[config.mk]
export PLATFORM = sky130hd
export DESIGN_NAME = fer_event_recorder
export DESIGN_NICKNAME = d
export VERILOG_FILES = /design/src/rtl/fer_pkg.sv /design/src/rtl/fer_log_if.sv /design/src/rtl/fer_sat_counter.sv /design/src/rtl/fer_log_store.sv /design/src/rtl/fer_event_recorder.sv
export SDC_FILE = /design/constraint.sdc
export NUM_CORES = 2
export LEC_CHECK = 0
export ABC_AREA = 1
export BUFFER_PORTS_ARGS = -buffer_cell sky130_fd_sc_hd__buf_2
export CAP_MARGIN = 15
export CORE_MARGIN = 8
export CORE_UTILIZATION = 35
export DETAILED_ROUTE_END_ITERATION = 8
export GPL_TIMING_DRIVEN = 0
export SKIP_CTS_REPAIR_TIMING = 1
export SYNTH_ARGS = -nofsm -noshare
export SYNTH_HDL_FRONTEND = slang
export SYNTH_HIERARCHICAL = 1
export SYNTH_SLANG_ARGS = --single-unit
[constraint.sdc]
create_clock -name clk_sys -period 32.6 [get_ports clk_sys]
set_input_delay 8.15 -clock clk_sys [delete_from_list [all_inputs] [get_ports clk_sys]]
set_output_delay 8.15 -clock clk_sys [all_outputs]
set_load 0.03 [all_outputs]
[src/rtl/fer_pkg.sv]
// Shared constants for the fault event recorder
package fer_pkg;

	// Event counters: index 0 is the input under-voltage shutdown counter
	localparam int NUM_EVT = 10;
	localparam int NUM_CRIT = 6;
	localparam int CNT_W = 4;
	localparam int CYC_W = 16;

	// Stored record geometry
	localparam int REC_BYTES = 38;
	localparam int NUM_SLOTS = 5;
	localparam int REC_BITS = REC_BYTES * 8;
	localparam int LOG_BYTES = NUM_SLOTS * REC_BYTES;
	localparam int SLOT_CNT_W = 3;

	// Byte offsets of the fields inside one record
	localparam int REC_OFS_ONTIME = 0;
	localparam int REC_OFS_RTC = 3;
	localparam int REC_OFS_AC = 7;
	localparam int REC_OFS_ENCYC = 9;
	localparam int REC_OFS_STATUS = 11;
	localparam int REC_OFS_TELEM = 17;
	localparam int REC_OFS_EVT = 33;

	// Register byte addresses
	localparam logic [7:0] ADR_CTRL = 8'h00;
	localparam logic [7:0] ADR_STATUS = 8'h04;
	localparam logic [7:0] ADR_IRQ_STAT = 8'h08;
	localparam logic [7:0] ADR_IRQ_MASK = 8'h0C;
	localparam logic [7:0] ADR_CYCLES = 8'h10;
	localparam logic [7:0] ADR_EVT_LO = 8'h14;
	localparam logic [7:0] ADR_LOG_PTR = 8'h18;
	localparam logic [7:0] ADR_LOG_DATA = 8'h1C;
	localparam logic [7:0] ADR_EVT_HI = 8'h20;

	// Field positions
	localparam int CTRL_ERASE = 0;
	localparam int CTRL_RESTORE = 1;
	localparam int IRQ_WARN = 0;
	localparam int IRQ_REC = 1;
	localparam int NUM_IRQ = 2;
	localparam int STAT_EN_ON = 8;
	localparam int STAT_PWR_OK = 9;

	// Reset values
	localparam logic [NUM_IRQ-1:0] IRQ_MASK_RST = 2'h0;
	localparam logic [7:0] LOG_PTR_RST = 8'h00;

endpackage : fer_pkg

[src/rtl/fer_log_if.sv]
// Connection between the recorder core and its record store
`timescale 1ns/100ps
interface fer_log_if;
	logic push;
	logic [fer_pkg::REC_BITS-1:0] rec;
	logic erase;
	logic [7:0] rd_idx;
	logic [7:0] rd_byte;
	logic [fer_pkg::SLOT_CNT_W-1:0] count;
	logic [fer_pkg::REC_BITS-1:0] newest;

	modport store (
		input push,
		input rec,
		input erase,
		input rd_idx,
		output rd_byte,
		output count,
		output newest
	);
	modport ctl (
		output push,
		output rec,
		output erase,
		output rd_idx,
		input rd_byte,
		input count,
		input newest
	);
endinterface : fer_log_if

[src/rtl/fer_sat_counter.sv]
// Saturating up-counter with parallel load
`timescale 1ns/100ps
module fer_sat_counter #(
	parameter int W = 4
) (
	input wire logic clk_sys,
	input wire logic srst,
	input wire logic inc,
	input wire logic load,
	input wire logic [W-1:0] load_val,
	output logic [W-1:0] count
);
	typedef struct packed {
		logic [W-1:0] cnt;
	} fer_sat_st_t;

	fer_sat_st_t st_r;
	fer_sat_st_t st_nxt;

	always_comb begin
		st_nxt = st_r;
		if (load) begin
			st_nxt.cnt = load_val;
		end else if (inc && (st_r.cnt != {W{1'b1}})) begin
			st_nxt.cnt = st_r.cnt + 1'b1;
		end
	end

	always_ff @(posedge clk_sys) begin
		if (srst) begin
			st_r <= '0;
		end else begin
			st_r <= st_nxt;
		end
	end

	assign count = st_r.cnt;
endmodule : fer_sat_counter

[src/rtl/fer_log_store.sv]
// Record store: newest record first, oldest dropped on overflow
`timescale 1ns/100ps
module fer_log_store #(
	parameter int NSLOT = fer_pkg::NUM_SLOTS
) (
	input wire logic clk_sys,
	fer_log_if.store lg
);
	localparam int RB = fer_pkg::REC_BITS;
	localparam logic [7:0] RBY = 8'(fer_pkg::REC_BYTES);

	typedef struct packed {
		logic [NSLOT-1:0][RB-1:0] slot;
		logic [fer_pkg::SLOT_CNT_W-1:0] count;
	} fer_store_st_t;

	// Stands in for non-volatile storage: not cleared by the core reset
	fer_store_st_t st_r;
	fer_store_st_t st_nxt;
	logic [7:0] sel_slot;
	logic [7:0] sel_ofs;

	always_comb begin
		st_nxt = st_r;
		if (lg.push) begin
			st_nxt.slot[0] = lg.rec;
			for (int i = 1; i < NSLOT; i++) begin
				st_nxt.slot[i] = st_r.slot[i-1];
			end
			if (lg.erase) begin
				// A shutdown record never gets lost to an erase in the same cycle
				st_nxt.count = fer_pkg::SLOT_CNT_W'(1);
			end else if (st_r.count != fer_pkg::SLOT_CNT_W'(NSLOT)) begin
				st_nxt.count = st_r.count + 1'b1;
			end
		end else if (lg.erase) begin
			st_nxt.count = '0;
		end
	end

	always_ff @(posedge clk_sys) begin
		st_r <= st_nxt;
	end

	// Byte read: slot 0 is the newest record, empty slots read zero
	always_comb begin
		sel_slot = lg.rd_idx / RBY;
		sel_ofs = lg.rd_idx % RBY;
		lg.rd_byte = 8'h00;
		for (int i = 0; i < NSLOT; i++) begin
			if ((sel_slot == 8'(i)) && (8'(i) < 8'(st_r.count))) begin
				lg.rd_byte = st_r.slot[i][int'(sel_ofs)*8 +: 8];
			end
		end
	end

	assign lg.count = st_r.count;
	assign lg.newest = st_r.slot[0];
endmodule : fer_log_store

[src/rtl/fer_event_recorder.sv]
// Fault event recorder core with Wishbone register access
`timescale 1ns/100ps
module fer_event_recorder (
	input wire logic clk_sys,
	input wire logic srst,
	input wire logic wb_cyc_i,
	input wire logic wb_stb_i,
	input wire logic wb_we_i,
	input wire logic [7:0] wb_adr_i,
	input wire logic [3:0] wb_sel_i,
	input wire logic [31:0] wb_dat_i,
	output logic [31:0] wb_dat_o,
	output logic wb_ack_o,
	output logic irq,
	input wire logic main_supply_enable_n,
	input wire logic input_power_ok,
	input wire logic [fer_pkg::NUM_EVT-1:0] evt_status,
	input wire logic [15:0] status_word,
	input wire logic [7:0] status_iout,
	input wire logic [7:0] status_input,
	input wire logic [7:0] status_temp,
	input wire logic [7:0] status_fan,
	input wire logic [15:0] read_vin,
	input wire logic [15:0] read_iin,
	input wire logic [15:0] read_iout,
	input wire logic [15:0] read_temp1,
	input wire logic [15:0] read_temp2,
	input wire logic [15:0] read_fan_speed,
	input wire logic [15:0] read_pin,
	input wire logic [15:0] read_vout
);
	localparam int NE = fer_pkg::NUM_EVT;
	localparam int NC = fer_pkg::NUM_CRIT;
	localparam int CW = fer_pkg::CNT_W;
	localparam int YW = fer_pkg::CYC_W;
	localparam int NI = fer_pkg::NUM_IRQ;

	typedef struct packed {
		logic en_meta;
		logic en_sync;
		logic pwr_meta;
		logic pwr_sync;
		logic en_on_prev;
		logic pwr_prev;
		logic [NE-1:0] evt_prev;
		logic pend;
		logic pend_crit;
		logic [NI-1:0] irq_stat;
		logic [NI-1:0] irq_mask;
		logic irq;
		logic ack;
		logic [31:0] dat;
		logic [7:0] log_ptr;
		logic erase;
		logic restore;
	} fer_top_st_t;

	fer_top_st_t st_r;
	fer_top_st_t st_nxt;

	fer_log_if lg ();

	logic en_on;
	logic [NE-1:0] evt_rise;
	logic [NE-1:0] evt_inc;
	logic [NE*CW-1:0] evt_cnt;
	logic [YW-1:0] en_cyc;
	logic [YW-1:0] ac_cyc;
	logic en_cyc_inc;
	logic ac_inc;
	logic cnt_load;
	logic wb_req;
	logic wb_wr;
	logic [NI-1:0] irq_set;
	logic [NI-1:0] irq_clr;
	logic [31:0] rd_val;
	logic [fer_pkg::REC_BITS-1:0] rec_img;

	// Enable pin is active low; asserted means the main output is wanted
	assign en_on = ~st_r.en_sync;

	// New assertions only; a bit held high counts once
	assign evt_rise = evt_status & ~st_r.evt_prev;
	assign evt_inc = evt_rise;

	// Off-then-on through the enable, counted with input power present
	assign en_cyc_inc = en_on & ~st_r.en_on_prev & st_r.pwr_sync;
	// Input power returning, counted while the supply is enabled
	assign ac_inc = st_r.pwr_sync & ~st_r.pwr_prev & en_on;

	// Counters may be reloaded from the newest stored record
	assign cnt_load = st_r.restore && (lg.count != '0);

	// One saturating nibble per event type
	genvar gi;
	generate
		for (gi = 0; gi < NE; gi++) begin : g_evt
			fer_sat_counter #(
				.W(CW)
			) u_cnt (
				.clk_sys(clk_sys),
				.srst(srst),
				.inc(evt_inc[gi]),
				.load(cnt_load),
				.load_val(lg.newest[fer_pkg::REC_OFS_EVT*8 + gi*CW +: CW]),
				.count(evt_cnt[gi*CW +: CW])
			);
		end
	endgenerate

	fer_sat_counter #(
		.W(YW)
	) u_en_cyc (
		.clk_sys(clk_sys),
		.srst(srst),
		.inc(en_cyc_inc),
		.load(cnt_load),
		.load_val(lg.newest[fer_pkg::REC_OFS_ENCYC*8 +: YW]),
		.count(en_cyc)
	);

	fer_sat_counter #(
		.W(YW)
	) u_ac_cyc (
		.clk_sys(clk_sys),
		.srst(srst),
		.inc(ac_inc),
		.load(cnt_load),
		.load_val(lg.newest[fer_pkg::REC_OFS_AC*8 +: YW]),
		.count(ac_cyc)
	);

	fer_log_store #(
		.NSLOT(fer_pkg::NUM_SLOTS)
	) u_store (
		.clk_sys(clk_sys),
		.lg(lg)
	);

	// Record image, byte 0 in the low bits; on-time and clock stay zero
	always_comb begin
		rec_img = '0;
		rec_img[fer_pkg::REC_OFS_ONTIME*8 +: 24] = 24'h00_0000;
		rec_img[fer_pkg::REC_OFS_RTC*8 +: 32] = 32'h0000_0000;
		rec_img[fer_pkg::REC_OFS_AC*8 +: YW] = ac_cyc;
		rec_img[fer_pkg::REC_OFS_ENCYC*8 +: YW] = en_cyc;
		rec_img[fer_pkg::REC_OFS_STATUS*8 +: 16] = status_word;
		rec_img[fer_pkg::REC_OFS_STATUS*8+16 +: 8] = status_iout;
		rec_img[fer_pkg::REC_OFS_STATUS*8+24 +: 8] = status_input;
		rec_img[fer_pkg::REC_OFS_STATUS*8+32 +: 8] = status_temp;
		rec_img[fer_pkg::REC_OFS_STATUS*8+40 +: 8] = status_fan;
		rec_img[fer_pkg::REC_OFS_TELEM*8 +: 16] = read_vin;
		rec_img[fer_pkg::REC_OFS_TELEM*8+16 +: 16] = read_iin;
		rec_img[fer_pkg::REC_OFS_TELEM*8+32 +: 16] = read_iout;
		rec_img[fer_pkg::REC_OFS_TELEM*8+48 +: 16] = read_temp1;
		rec_img[fer_pkg::REC_OFS_TELEM*8+64 +: 16] = read_temp2;
		rec_img[fer_pkg::REC_OFS_TELEM*8+80 +: 16] = read_fan_speed;
		rec_img[fer_pkg::REC_OFS_TELEM*8+96 +: 16] = read_pin;
		rec_img[fer_pkg::REC_OFS_TELEM*8+112 +: 16] = read_vout;
		rec_img[fer_pkg::REC_OFS_EVT*8 +: NE*CW] = evt_cnt;
	end

	assign lg.rec = rec_img;

	// Counters already hold this event's increment when the record is taken
	assign lg.push = st_r.pend & st_r.pend_crit;
	assign lg.erase = st_r.erase;
	assign lg.rd_idx = st_r.log_ptr;

	assign wb_req = wb_cyc_i & wb_stb_i & ~st_r.ack;
	assign wb_wr = wb_req & wb_we_i;

	always_comb begin
		irq_set = '0;
		irq_set[fer_pkg::IRQ_WARN] = st_r.pend & ~st_r.pend_crit;
		irq_set[fer_pkg::IRQ_REC] = lg.push;
		irq_clr = '0;
		if (wb_wr && wb_sel_i[0] && (wb_adr_i == fer_pkg::ADR_IRQ_STAT)) begin
			irq_clr = wb_dat_i[NI-1:0];
		end
	end

	// Register read mux
	always_comb begin
		rd_val = 32'h0000_0000;
		unique case (wb_adr_i)
			fer_pkg::ADR_STATUS: begin
				rd_val[fer_pkg::SLOT_CNT_W-1:0] = lg.count;
				rd_val[fer_pkg::STAT_EN_ON] = en_on;
				rd_val[fer_pkg::STAT_PWR_OK] = st_r.pwr_sync;
			end
			fer_pkg::ADR_IRQ_STAT: begin
				rd_val[NI-1:0] = st_r.irq_stat;
			end
			fer_pkg::ADR_IRQ_MASK: begin
				rd_val[NI-1:0] = st_r.irq_mask;
			end
			fer_pkg::ADR_CYCLES: begin
				rd_val = {ac_cyc, en_cyc};
			end
			fer_pkg::ADR_EVT_LO: begin
				rd_val = evt_cnt[31:0];
			end
			fer_pkg::ADR_EVT_HI: begin
				rd_val[NE*CW-33:0] = evt_cnt[NE*CW-1:32];
			end
			fer_pkg::ADR_LOG_PTR: begin
				rd_val[7:0] = st_r.log_ptr;
			end
			fer_pkg::ADR_LOG_DATA: begin
				rd_val[7:0] = lg.rd_byte;
			end
			default: begin
				rd_val = 32'h0000_0000;
			end
		endcase
	end

	always_comb begin
		st_nxt = st_r;

		// Two-stage synchronisers for the pins
		st_nxt.en_meta = main_supply_enable_n;
		st_nxt.en_sync = st_r.en_meta;
		st_nxt.pwr_meta = input_power_ok;
		st_nxt.pwr_sync = st_r.pwr_meta;
		st_nxt.en_on_prev = en_on;
		st_nxt.pwr_prev = st_r.pwr_sync;

		// Event detection; a record is taken one cycle later, for critical events 0 to 5 only
		st_nxt.evt_prev = evt_status;
		st_nxt.pend = |evt_rise;
		st_nxt.pend_crit = |evt_rise[NC-1:0];

		// One-cycle command pulses
		st_nxt.erase = 1'b0;
		st_nxt.restore = 1'b0;

		// Wishbone: answer one cycle after the request is seen
		st_nxt.ack = wb_req;
		if (wb_req) begin
			st_nxt.dat = wb_we_i ? 32'h0000_0000 : rd_val;
		end

		if (wb_wr && wb_sel_i[0]) begin
			unique case (wb_adr_i)
				fer_pkg::ADR_CTRL: begin
					st_nxt.erase = wb_dat_i[fer_pkg::CTRL_ERASE];
					st_nxt.restore = wb_dat_i[fer_pkg::CTRL_RESTORE];
				end
				fer_pkg::ADR_IRQ_MASK: begin
					st_nxt.irq_mask = wb_dat_i[NI-1:0];
				end
				fer_pkg::ADR_LOG_PTR: begin
					st_nxt.log_ptr = wb_dat_i[7:0];
				end
				default: begin
					st_nxt.log_ptr = st_r.log_ptr;
				end
			endcase
		end

		// Log data read steps through the log, newest record first
		if (wb_req && !wb_we_i && (wb_adr_i == fer_pkg::ADR_LOG_DATA)) begin
			if (st_r.log_ptr >= 8'(fer_pkg::LOG_BYTES - 1)) begin
				st_nxt.log_ptr = 8'h00;
			end else begin
				st_nxt.log_ptr = st_r.log_ptr + 8'h01;
			end
		end

		// Sticky status, write one to clear; a new event wins over the clear
		st_nxt.irq_stat = (st_r.irq_stat & ~irq_clr) | irq_set;
		st_nxt.irq = |(st_nxt.irq_stat & st_nxt.irq_mask);
	end

	always_ff @(posedge clk_sys) begin
		if (srst) begin
			st_r <= '0;
			st_r.en_meta <= 1'b1;
			st_r.en_sync <= 1'b1;
			st_r.irq_mask <= fer_pkg::IRQ_MASK_RST;
			st_r.log_ptr <= fer_pkg::LOG_PTR_RST;
		end else begin
			st_r <= st_nxt;
		end
	end

	assign wb_dat_o = st_r.dat;
	assign wb_ack_o = st_r.ack;
	assign irq = st_r.irq;

endmodule : fer_event_recorder

# After elaboration in Yosys (flattened, before gate mapping)
# Cells that the tools add are included.
[op_classes]
addsub = 14
n_mul = 0
n_div = 2
magnitude_cmp = 6
n_eq_ne = 25
n_shift = 5
muxes = 47
n_bitwise = 22
reduce_logical = 48
[op_table]
columns = ["operator", "count"]
rows = [
  ["$shiftx A304 B12 Y8", 5],
  ["$mux W4", 20],
  ["$mux W16", 4],
  ["$mux W8", 8],
  ["$pmux W22 S2", 1],
  ["$add A4 B1 Y4 const B", 10],
  ["$ne A4 B4 Y1 const B", 10],
  ["$add A16 B1 Y16 const B", 2],
  ["$eq A8 B5 Y1 const B", 4],
  ["$mux W32", 1],
  ["$ne A16 B16 Y1 const B", 2],
  ["$reduce_bool A2 Y1", 16],
  ["$pmux W5 S5", 1],
  ["$logic_and A1 B1 Y1", 22],
  ["$eq A8 B2 Y1 const B", 2],
  ["$eq A8 B3 Y1 const B", 2],
  ["$eq A8 B4 Y1 const B", 2],
  ["$logic_not A8 Y1", 2],
  ["$pmux W2 S8", 1],
  ["$mux W3", 4],
  ["$and A10 B10 Y10", 1],
  ["$mux W10", 1],
  ["$not A10 Y10", 1],
  ["$reduce_or A10 Y1", 1],
  ["25 further kinds", 46],
]
[totals]
ff_bits = 1381
latch_bits = 0
ram_bits = 0
mem_bits_ro = 0
input_bits = 237
output_inout_bits = 34
elab_cells = 204
mem_count = 0

# Depth between registers and ports, before layout
[logic_depth]
ltp_word = 11
depth_mapped = 39
depth_no_buf = 38

# Modules after synthesis
# The synthesis kept the hierarchy.
[modules_own_cells]
columns = ["mod", "n_inst", "cells_per_inst", "area_per_inst_um2", "seq_area_each_um2"]
rows = [
  ["fer_log_store", 1, 5556, 64638.2, 45733.9],
  ["fer_event_recorder", 1, 553, 3699.8, 1321.3],
  ["fer_sat_counter (g_evt[0].u_cnt ...)", 10, 42, 267.8, 80.1],
  ["fer_sat_counter (u_ac_cyc ...)", 2, 193, 1137.3, 320.3],
]

# Worst setup path after synthesis
# Ideal clock, no wire load.
[synth_path]
path_type = "flip-flop to flip-flop"
startpoint = "register st_r[48] (netlist name)"
endpoint = "register u_store.st_r, in the netlist u_store/lg.count[2], data pin"
setup_ps = 295
arrival_ps = 32681
required_time_ps = 32305
slack_ps = -376
path_stages_with_launch = 5
path_buffers = 0
period_less_slack_ps = 32976
path_cell_list = "dfxtp_1 nand2_1 inv_1 inv_1 nor3_1"
[synth_rtl]
columns = ["element", "line", "text"]
rows = [
  ["to (signal assigned)", "fer_log_store.sv:42", "st_r <= st_nxt;"],
  ["to (decl)", "fer_log_store.sv:18", "fer_store_st_t st_r;"],
]

# Worst setup path in the final report
[layout_path]
startpoint = "register st_r, in the netlist wb_dat_o[29]"
endpoint = "output wb_dat_o[29]"
[layout_rtl]
columns = ["element", "line", "text"]
rows = [
  ["from (decl)", "fer_event_recorder.sv:58", "fer_top_st_t st_r;"],
  ["from (signal assigned)", "fer_event_recorder.sv:285", "st_r <= st_nxt;"],
  ["to (decl)", "fer_event_recorder.sv:12", "output logic [31:0] wb_dat_o,"],
]
# No word-level cell between the ends.

==> flow_summary.json <==
{
  "vias_per_cell": 5.74,
  "clk_latency_ps": 860,
  "crit_arrival_ps": 1510,
  "fp.dieH_um": 468,
  "portBuffers": 243,
  "drt_iter0_drc": 10900,
  "avgSynthCellArea_um2": 10.7,
  "power.total_w": 0.00468,
  "power_switching_w": 0.00106,
  "drc": 0,
  "synth_area_um2": 71500,
  "fin_crit_ps": 9660,
  "finalCritPeriodShare_pct": 29.6,
  "regToRegSetupSlack_ps": 25410,
  "worstPathRequired_ps": 24450,
  "dp.final_hpwl_mm": 249,
  "ant_nets": 0,
  "pwr_density_cell_nw_per_um2": 55.5,
  "cts_made_buffers": 176,
  "area_growth_pct": 17.7,
  "die_area_um2": 219000,
  "fin_util_pct": 41.3,
  "nNetsFinal": 7527,
  "power_frac_seq_pct": 53.4,
  "final_common_cell": "edfxtp_1",
  "maxCapViolations": 0,
  "max-clock-path-buffers": 3,
  "grt_first_pass_wirelength_mm": 446,
  "worstPathMaxFanout": 2,
  "pwr-share-clk_pct": 43.1,
  "clk_pin_slew_ps": 60,
  "gr-usage-all-layers_pct": 29.9,
  "n_fill_cell": 19500,
  "critPathCaptureType": "primary output",
  "yosysWarnings": 6,
  "tightest_slew_ps": 1440,
  "hp-class": "reg -> reg",
  "layout_common_cells": "edfxtp_1 (1,523), nor2_1 (1,332), nand2_1 (1,279), nand3_1 (637), o21ai_0 (610)",
  "cts_sinks": 1661,
  "p_int_w": 0.00361,
  "wl_per_cell_um": 33.5,
  "rsz0062_at_grt": "false",
  "h-tree-depth": 4,
  "setup-tns-final_ps": 0,
  "io_pins": 271,
  "core-area_um2": 204000,
  "hold_violations": 0,
  "dieWidth_um": 468,
  "crit_type": "reg -> out",
  "grt_overflow_total": 0,
  "p_comb_share_pct": 3.5,
  "slew_violations": 0,
  "clock-skew-final_ps": 49.0,
  "grt_pass1_vias": 53000,
  "antenna_found_initial": 45,
  "sw_frac_of_total_pct": 22.7,
  "firstDrtPassIters": 7,
  "grt_max_degree": 51,
  "cts_tree": "yes",
  "totalWireLength_mm": 340,
  "hold_ws_ps": 413,
  "layout-drive-gt1-share_pct": 14.0,
  "initial_core_util_pct": 35.1,
  "cts-root-buf": "clkbuf_16",
  "fmax_mhz": 104,
  "vias": 58200,
  "place.gp.congestion": 1.07,
  "startpoint_type": "flop",
  "rows": 166,
  "setup_violations": 0,
  "status": "finished, final reports clean",
  "slew_headroom_pct": 3.95,
  "p_leak_nw": 31.7,
  "synthCells": 6683,
  "ir_drop_uv": 50.8
}
[critical path: stages, from the launching register on]
cell	delay, ps
dfxtp_1	350
buf_4	110
buf_2	180
[sequential cells by signal (all words and copies together) (netlist names), 3 cells and up]
signal             flops
u_store/lg.count       3
lg.rd_idx              8
u_store/st_r        1216
wb_dat_o              32
u_store/lg.newest    304
st_nxt                 3
g_evt.u_cnt/count     40
u_ac_cyc/count        16
st_r                  20
u_en_cyc/count        16
[power groups by stage]
stage	Sequential (W)	Clock (W)	Combinational, W
floorplan	0.00259	0	0.0000920
global placement	0.00267	0	0.000143
detailed placement	0.00254	0	0.000160
CTS	0.00249	0.00203	0.000160
global route	0.00250	0.00211	0.000177
finish	0.00250	0.00202	0.000163
[layer usage]
layer  vias to the layer above  track usage (%)  share of wire (%)
met1                     28400             38.0                 36
met4                        10             20.9                8.5
met3                       995             8.93                 13
met5                         -                0              0.018
met2                      4542             43.4                 42
li1                      24200                -                  -
[layout make-up]
class	count	area [um2]	share of cell area, %
Multi-Input combinational cell	4450	20200	24.0
Clock buffer	221	4720	5.61
Inverter	166	639	0.760
Timing Repair Buffer	355	3220	3.83
Buffer	461	2470	2.94
Antenna cell	30	75.1	0.0892
Sequential cell	1661	48500	57.6
Tap cell	2688	3360	4.00
Clock inverter	98	982	1.17
[path summary, 6_finish.rpt]
check / end / cells after the start / startpoint
setup / recovery: wb_dat_o[29] / 2 / wb_dat_o[29]
hold / removal: st_r[64] / 1 / st_nxt[64]
setup reg to reg: wb_dat_o[2] / 31 / lg.rd_idx[3]
hold reg to reg: st_r[64] / 1 / st_nxt[64]
[per-stage QoR]
| step | instances | instance area [um2] | setup slack [ps] |
|---|---|---|---|
| global placement | 9669 | 76300 | -868 |
| finish | 10100 | 84200 | 22940 |
| floorplan | 6738 | 71800 | 8890 |
| CTS | 10100 | 84000 | 22890 |
| global route | 10100 | 84100 | 22880 |
| detailed placement | 9777 | 78300 | 22320 |
No activity file was read; power rests on OpenSTA's default activity.
